### config.mk
export PLATFORM = sky130hd
export DESIGN_NAME = period_match_timer
export DESIGN_NICKNAME = d
export VERILOG_FILES = /design/src/period_match_timer.v /design/src/scaler_counter.v
export VERILOG_INCLUDE_DIRS = /design/src
export SDC_FILE = /design/constraint.sdc
export NUM_CORES = 1
export LEC_CHECK = 0
export ABC_AREA = 1
export ABC_CLOCK_PERIOD_IN_PS = 3000
export BUFFER_PORTS_ARGS = -buffer_cell sky130_fd_sc_hd__buf_4
export CAP_MARGIN = 25
export CORE_AREA = 5 5 82 84
export CTS_BUF_LIST = sky130_fd_sc_hd__clkbuf_4
export DETAILED_ROUTE_END_ITERATION = 8
export DIE_AREA = 0 0 87 89
export MAX_ROUTING_LAYER = met4
export PLACE_DENSITY = 0.88
export SLEW_MARGIN = 10
export SYNTH_ARGS = -nofsm -noshare
export SYNTH_HDL_FRONTEND = slang
export SYNTH_SLANG_ARGS = --single-unit
### constraint.sdc
create_clock -name clk -period 3 [get_ports clk]
set_clock_uncertainty 0.05 [all_clocks]
set_input_delay 0.3 -clock clk [delete_from_list [all_inputs] [get_ports clk]]
set_output_delay 0.3 -clock clk [all_outputs]
set_load 0.02 [all_outputs]
### src/period_match_timer_regs.vh
`ifndef PERIOD_MATCH_TIMER_REGS_VH
`define PERIOD_MATCH_TIMER_REGS_VH

// register indices; byte address is index times four
`define IDX_FLAG 10'h00c
`define IDX_COUNT 10'h011
`define IDX_CONTROL 10'h012
`define IDX_ENABLE 10'h08c
`define IDX_PERIOD 10'h092

// timer_control fields
`define CTL_PRESC_LSB 0
`define CTL_PRESC_MSB 1
`define CTL_RUN_BIT 2
`define CTL_POST_LSB 3
`define CTL_POST_MSB 6
`define CTL_MASK 8'h7f

// flag and enable register field
`define FLAG_MATCH_BIT 1

// reset values
`define RST_COUNT 8'h00
`define RST_CONTROL 8'h00
`define RST_PERIOD 8'hff
`define RST_FLAG 1'b0
`define RST_ENABLE 1'b0

// prescale limits (ratio minus one)
`define PRESC_LIM_1 4'h0
`define PRESC_LIM_4 4'h3
`define PRESC_LIM_16 4'hf

// instruction clock is the core clock divided by four
`define INSTR_LAST 2'h3

`endif

### src/period_match_timer.v
// Local design decision: register access over AHB-Lite.
`timescale 1ns/1ps
`include "period_match_timer_regs.vh"
// How it works
// - eight-bit up-counter, readable and writable by software at any time
// - eight-bit period register, read/write, set to all ones on reset
// - counter input is instruction clock divided by 1, 4 or 16
// - postscale ratio equals the four-bit select field value plus one
// - count up from zero; after equalling period, next increment gives zero
// - matches advance postscaler; reaching selected count sets match flag bit 1
// - control bit 2 runs the timer when set, stops it when clear
// - scaler counters clear on counter write, control write and reset
// - control register writes leave the counter value untouched
// - counter clears to zero on every reset
// - unpostscaled match pulse goes out to the serial port shift clock
// - count value and match pulse go out to the pwm unit
module period_match_timer #(
    parameter ADDR_W = 12
) (
    input wire clk,
    input wire rst_b,
    input wire hsel,
    input wire [ADDR_W-1:0] haddr,
    input wire [1:0] htrans,
    input wire hwrite,
    input wire [2:0] hsize,
    input wire hready,
    input wire [31:0] hwdata,
    output wire hreadyout,
    output wire [31:0] hrdata,
    output wire hresp,
    output wire irq,
    output wire [7:0] timerCount,
    output wire periodMatch
);

////////////////////////////////////////////////////////////////////////////

function [9:0] regIndex;
    input [ADDR_W-1:0] addr;
    begin
        regIndex = addr[11:2];
    end
endfunction

// 1x selects sixteen, so bit 1 alone decides that case
function [3:0] prescaleLimit;
    input [1:0] sel;
    begin
        if (sel[1]) begin
            prescaleLimit = `PRESC_LIM_16;
        end else if (sel[0]) begin
            prescaleLimit = `PRESC_LIM_4;
        end else begin
            prescaleLimit = `PRESC_LIM_1;
        end
    end
endfunction

localparam [1:0] TRANS_NONSEQ = 2'b10;

reg [7:0] count_q;
reg [7:0] control_q;
reg [7:0] period_q;
reg flag_q;
reg enable_q;
reg irq_q;
reg periodMatch_q;

reg wrPend_q;
reg [9:0] wrIdx_q;
reg rdPend_q;
reg [9:0] rdIdx_q;
reg hreadyout_q;
reg [31:0] hrdata_q;
reg hresp_q;
reg [31:0] rdWord;

reg [1:0] instrPhase_q;

wire busReq;
wire [2:0] unusedSize;
wire wrCount;
wire wrControl;
wire wrPeriod;
wire wrFlag;
wire wrEnable;
wire runEnable;
wire [1:0] prescaleSelect;
wire [3:0] postscaleSelect;
wire [3:0] prescLimit;
wire instrTick;
wire countTick;
wire matchNow;
wire scalerClear;
wire postWrap;
wire [7:0] wrByte;

////////////////////////////////////////////////////////////////////////////
// bus decode

assign busReq = hsel && hready && (htrans == TRANS_NONSEQ);
assign unusedSize = hsize;
assign wrByte = hwdata[7:0];

assign wrCount = wrPend_q && (wrIdx_q == `IDX_COUNT);
assign wrControl = wrPend_q && (wrIdx_q == `IDX_CONTROL);
assign wrPeriod = wrPend_q && (wrIdx_q == `IDX_PERIOD);
assign wrFlag = wrPend_q && (wrIdx_q == `IDX_FLAG);
assign wrEnable = wrPend_q && (wrIdx_q == `IDX_ENABLE);

// writes take no wait; reads take one so that they see a preceding write
always @(posedge clk or negedge rst_b) begin
    if (!rst_b) begin
        wrPend_q <= 1'b0;
        wrIdx_q <= 10'h000;
    end else begin
        wrPend_q <= busReq && hwrite;
        if (busReq) begin
            wrIdx_q <= regIndex(haddr);
        end
    end
end

always @(posedge clk or negedge rst_b) begin
    if (!rst_b) begin
        rdPend_q <= 1'b0;
        rdIdx_q <= 10'h000;
        hreadyout_q <= 1'b1;
    end else begin
        if (busReq) begin
            rdIdx_q <= regIndex(haddr);
        end
        if (busReq && !hwrite) begin
            rdPend_q <= 1'b1;
            hreadyout_q <= 1'b0;
        end else begin
            rdPend_q <= 1'b0;
            hreadyout_q <= 1'b1;
        end
    end
end

always @* begin
    rdWord = 32'h0000_0000;
    case (rdIdx_q)
        `IDX_COUNT: rdWord = {24'h00_0000, count_q};
        `IDX_CONTROL: rdWord = {24'h00_0000, control_q};
        `IDX_PERIOD: rdWord = {24'h00_0000, period_q};
        `IDX_FLAG: rdWord = {30'h0000_0000, flag_q, 1'b0};
        `IDX_ENABLE: rdWord = {30'h0000_0000, enable_q, 1'b0};
        default: rdWord = 32'h0000_0000;
    endcase
end

// read data holds until the next read
always @(posedge clk or negedge rst_b) begin
    if (!rst_b) begin
        hrdata_q <= 32'h0000_0000;
    end else if (rdPend_q) begin
        hrdata_q <= rdWord;
    end
end

////////////////////////////////////////////////////////////////////////////
// control fields

assign runEnable = control_q[`CTL_RUN_BIT];
assign prescaleSelect = control_q[`CTL_PRESC_MSB:`CTL_PRESC_LSB];
assign postscaleSelect = control_q[`CTL_POST_MSB:`CTL_POST_LSB];

// bit 7 unimplemented, reads zero
always @(posedge clk or negedge rst_b) begin
    if (!rst_b) begin
        control_q <= `RST_CONTROL;
    end else if (wrControl) begin
        control_q <= wrByte & `CTL_MASK;
    end
end

always @(posedge clk or negedge rst_b) begin
    if (!rst_b) begin
        period_q <= `RST_PERIOD;
    end else if (wrPeriod) begin
        period_q <= wrByte;
    end
end

////////////////////////////////////////////////////////////////////////////
// instruction clock and prescaler

// free-running phase; not cleared by writes, so a tick may come early
always @(posedge clk or negedge rst_b) begin
    if (!rst_b) begin
        instrPhase_q <= 2'b00;
    end else begin
        instrPhase_q <= instrPhase_q + 2'b01;
    end
end

assign instrTick = (instrPhase_q == `INSTR_LAST);

assign prescLimit = prescaleLimit(prescaleSelect);

assign scalerClear = wrCount || wrControl;

scaler_counter #(
    .W(4)
) prescaler (
    .clk(clk),
    .rst_b(rst_b),
    .clear(scalerClear),
    .inc(instrTick && runEnable),
    .limit(prescLimit),
    .wrap(countTick)
);

////////////////////////////////////////////////////////////////////////////
// counter and period match

assign matchNow = countTick && (count_q == period_q);

// software write beats a simultaneous increment
always @(posedge clk or negedge rst_b) begin
    if (!rst_b) begin
        count_q <= `RST_COUNT;
    end else if (wrCount) begin
        count_q <= wrByte;
    end else if (matchNow) begin
        count_q <= 8'h00;
    end else if (countTick) begin
        count_q <= count_q + 8'h01;
    end
end

always @(posedge clk or negedge rst_b) begin
    if (!rst_b) begin
        periodMatch_q <= 1'b0;
    end else begin
        periodMatch_q <= matchNow;
    end
end

scaler_counter #(
    .W(4)
) postscaler (
    .clk(clk),
    .rst_b(rst_b),
    .clear(scalerClear),
    .inc(matchNow),
    .limit(postscaleSelect),
    .wrap(postWrap)
);

////////////////////////////////////////////////////////////////////////////
// interrupt

// a new match wins over a clear in the same cycle
always @(posedge clk or negedge rst_b) begin
    if (!rst_b) begin
        flag_q <= `RST_FLAG;
    end else if (postWrap) begin
        flag_q <= 1'b1;
    end else if (wrFlag && hwdata[`FLAG_MATCH_BIT]) begin
        flag_q <= 1'b0;
    end
end

always @(posedge clk or negedge rst_b) begin
    if (!rst_b) begin
        enable_q <= `RST_ENABLE;
    end else if (wrEnable) begin
        enable_q <= hwdata[`FLAG_MATCH_BIT];
    end
end

// one cycle behind the flag, to keep the output on a flop
always @(posedge clk or negedge rst_b) begin
    if (!rst_b) begin
        irq_q <= 1'b0;
    end else begin
        irq_q <= flag_q && enable_q;
    end
end

// only OKAY is ever answered; kept on a flop like every other output
always @(posedge clk or negedge rst_b) begin
    if (!rst_b) begin
        hresp_q <= 1'b0;
    end else begin
        hresp_q <= 1'b0;
    end
end

////////////////////////////////////////////////////////////////////////////
// outputs

assign hreadyout = hreadyout_q;
assign hrdata = hrdata_q;
assign hresp = hresp_q;
assign irq = irq_q;
assign timerCount = count_q;
assign periodMatch = periodMatch_q;

endmodule

### src/scaler_counter.v
`timescale 1ns/1ps
module scaler_counter #(
    parameter W = 4
) (
    input wire clk,
    input wire rst_b,
    input wire clear,
    input wire inc,
    input wire [W-1:0] limit,
    output wire wrap
);

reg [W-1:0] cnt_q;
reg [W-1:0] cnt_d;

// wraps on the event that arrives while the count is already at the limit
assign wrap = inc && !clear && (cnt_q == limit);

always @* begin
    cnt_d = cnt_q;
    if (clear) begin
        cnt_d = {W{1'b0}};
    end else if (wrap) begin
        cnt_d = {W{1'b0}};
    end else if (inc) begin
        cnt_d = cnt_q + {{(W-1){1'b0}}, 1'b1};
    end
end

always @(posedge clk or negedge rst_b) begin
    if (!rst_b) begin
        cnt_q <= {W{1'b0}};
    end else begin
        cnt_q <= cnt_d;
    end
end

endmodule

==> qor_table.md <==
| Result | This run |
| --- | --- |
| Post-detailed-routing wire length | 7280 um |
| Via count of the first global-routing pass | 2,700 |
| Metal2 WL | 3460 um |
| Worst slack after detailed placement | 1.29 ns |
| Worst path top cell family by delay | simple AND/OR/NAND/NOR gates |
| Leakage | 2.04 nW |
| Power Dens Cells | 556 nW/um^2 |
| Count of boundary I/O pins | 98 |
| Commonest cells after routing, fill and taps aside | nand2_1, inv_1, dfrtp_1 |
| Part of the total power dissipated in the clock network | 0.213 |
| Routed Antenna Nets | 0 |
| Filler instances | 496 |
| Starting Density | 0.563 |
| Core area | 5850 um^2 |
| Number of max-slew violations in the final report | 0 |
| Number of instances in the synthesized netlist | 414 |
| Detailed Place HPWL | 5450 um |
| Number of DRC markers after the initial detailed-route iteration | 269 |
| Antenna violations before repair | 0 |
| Fraction of the yosys area taken by sequential cells | 0.444 |
| Routability Congestion | 0.896 |
| Number of vias per cell after detailed routing | 5.14 |
| Count of flip-flops with a built-in enable after synthesis | 0 |
| Cell seen most often among critical-path stages | nand2_1 |
| Max-cap violations | 0 |
| Antenna diodes | 0 |
| Setup crit end kind | flip-flop |
| Total power consumption of the routed design | 2.05 mW |
| Clock tree buffer depth | 2 |
| Worst skew pair latency | 0.41 ns |
| Number of distinct standard cells referenced by the synthesized netlist | 35 |
| Total iterations of the first detailed-routing run | 5 |
| Part of the total power dissipated in sequential elements | 0.465 |
| Relative slew slack | 0.520 |
| Final instance area | 3690 um^2 |
| Layout cell share with drive strength beyond 1 | 0.195 |
| Share of the synthesized area in the top cell type | 0.372 |
| P&R area growth vs syn | 12.1% |
| Synth warn | 0 |
| Total global routing track utilization | 0.210 |
| Switching share of power | 0.391 |
| Vertical die dimension | 89 um |
| Cell internal pwr | 1.25 mW |
| Post-Synthesis Cell Area | 3290 um^2 |
| Synth area leaders | dfrtp_1, nand2_1, dfstp_2, nand3_1, buf_4 |
| Std-Cell Rows | 28 |
| Highest metal layer with signal wires | met4 |
| Most common cell after layout, fill and taps aside | nand2_1 |
| Cell taking the most area after synthesis | dfrtp_1 |
| Slack of the critical path | 1.25 ns |
| H-tree levels | 3 |
| Net switching component of the power | 0.803 mW |
| Clock sinks | 58 |
| Cts repair resizes | 0 |
| Die area | 7740 um^2 |
| Final global-route overflow total | 0 |
| CP Launch Type | flip-flop |
| Setup Crit Path Kind | reg -> reg |
| Number of remaining DRC errors | 0 |
| WL/cell | 13.4 um |
| Final-stage net count | 520 |
| Cell at the root of the clock tree | clkbuf_4 |
| Clock-pin transition on the worst setup and hold timing paths | 0.09 ns |
| Combinational group share of total power | 0.321 |
| Crit path DAT | 2.01 ns |
| Post-synthesis async set-or-reset flop share | 1.00 |
| DIE WIDTH | 87 um |
| Mean area per synthesized cell | 7.95 um^2 |
| First-pass GRT wire length | 12,300 um |
| Met3 WL post-DR | 548 um |
| Worst-Margin Slew | 0.719 ns |
| Worst voltage drop across the vdd grid | 0.388 mV |
| Setup TNS | 0 ns |
| Slowest stage cell, crit path | dfrtp_1 |
| TritonCTS clock tree | yes |
| Total number of vias | 2,784 |
| Endpoints failing hold | 0 |
| Worst path required time | 3.26 ns |
| Number of buffers created by CTS | 9 |
| Path class of the lowest-slack min-delay path | in -> reg |
| Final Setup Violations | 0 |
| Critical path peak fanout | 8 |
| Number of buffer cells added on primary ports | 43 |
| M1 WL | 3130 um |
| Result of the run | finished clean |
| RSZ-0062 raised after global routing | no |
| Peak clock frequency supported by timing | 571 MHz |
| Combined buffer and inverter count along the critical path | 1 |
| Register bit count reported by yosys | 58 |
| Synth Flop Type | dfrtp_1 |
| Worst-path cell chain | inv_1 > nand2_1 > nand2_1 > nor2_1 > nand2_1 > nor2_4 > nand4_2 > nand3_1 > nand2_1 |
| Post-DP Area | 3570 um^2 |
| Highest cell delay on the worst timing path | 0.55 ns |
| Post-route fraction of the period consumed by the critical path | 0.584 |
| Final critical-path required period | 1.75 ns |
| Largest net degree at the start of global routing | 59 |
==> synth_stat cells, types with 5 or more instances <==
cell,n
o22ai_1,8
nand4_1,7
nand2_1,108
inv_1,50
nor2_2,5
xor2_1,8
dfrtp_1,49
nor2_4,5
dfstp_2,9
inv_2,7
xnor2_1,6
buf_4,26
nor2_1,19
o21ai_0,30
nand3_1,41
==> logic make-up (layout without fill, tap and decap cells) <==
family	count (synthesis)	in the layout	share of synthesized area
AND/OR/NAND/NOR	202	202	0.292
buffers and inverters	91	120	0.137
flip-flops	58	58	0.444
AO/OA/AOI/OAI	44	44	0.0730
XOR/XNOR	14	14	0.0372
adder cells (fa/ha/maj)	4	4	0.0152
other	1	25	0.00114
==> per-stage QoR <==
step / std cells / util / hold slack, ns
after CTS: 542 / 0.631 / 0.0233
after detailed placement: 524 / 0.610 / 0.352
after floorplan: 438 / - / -0.0456
after global placement: 524 / 0.610 / 0.343
final: 542 / 0.631 / 0.0390
after global routing: 542 / 0.631 / 0.0214
==> state kept, by name (all words and copies together) (netlist names) <==
name and flops:
hreadyout 1, hrdata 8, prescaler.cnt_q 4, timerCount 8, rdIdx_q 10, postscaler.cnt_q 4
rdPend_q 1, flag_q 1, control_q 7, enable_q 1, instrPhase_q 2, irq 1
period_q 8, periodMatch 1, wrPend_q 1
==> area by class of cell <==
type                       count  area (um^2)  share of cell area
clock buffer                  10         75.1              0.0203
clock inverter                 6         23.8             0.00644
inverter                      59          223              0.0604
multi-input combinational    289         1470               0.398
sequential                    58         1460               0.396
tap                           75         93.8              0.0254
timing repair buffer          45          343              0.0929
==> routing by layer <==
layer | GRT usage | vias up
met4 | 0.105 | 0
li1 | - | 1368
met1 | 0.267 | 1303
met5 | - | -
met3 | 0.0461 | 14
met2 | 0.317 | 99
==> worst reg2reg max path, delay by kind of cell, from the launching register on <==
kind                   cells  cell delay (ns)
DFF                        1             0.55
and+or+nand+nor            8             0.94
buffers and inverters      1             0.11
==> timing repair <==
| action | in CTS | in global routing |
|---|---|---|
| buffers inserted | 0 | 0 |
| setup endpoints to repair | 0 | 0 |
| hold buffers | 2 | 0 |
| hold endpoints to repair | 50 | 0 |
==> power by group through the flow <==
stage          sequential (mW)  combinational (mW)  clock, mW
5_1_grt                  0.969               0.733      0.490
3_3_place_gp             0.962               0.628          0
3_5_place_dp             0.968               0.652          0
6_report                 0.955               0.659      0.438
2_1_floorplan            0.974               0.470          0
4_1_cts                  0.953               0.657      0.449
==> path summary, 6_finish.rpt <==
| path | startpoint | endpoint | slack, ns | cells after the start |
|---|---|---|---|---|
| setup / recovery | timerCount[3] | postscaler.cnt_q[1] | 1.25 | 9 |
| hold / removal | haddr[8] | rdIdx_q[6] | 0.04 | 3 |
| setup reg to reg | timerCount[3] | postscaler.cnt_q[1] | 1.25 | 9 |
| hold reg to reg | instrPhase_q[0] | instrPhase_q[0] | 0.39 | 1 |
| max in group asynchronous | rst_b | rdIdx_q[0] | 1.98 | 2 |
| min in group asynchronous | rst_b | timerCount[7] | 0.44 | 2 |
Note: power is estimated with default switching activity, not from simulation.
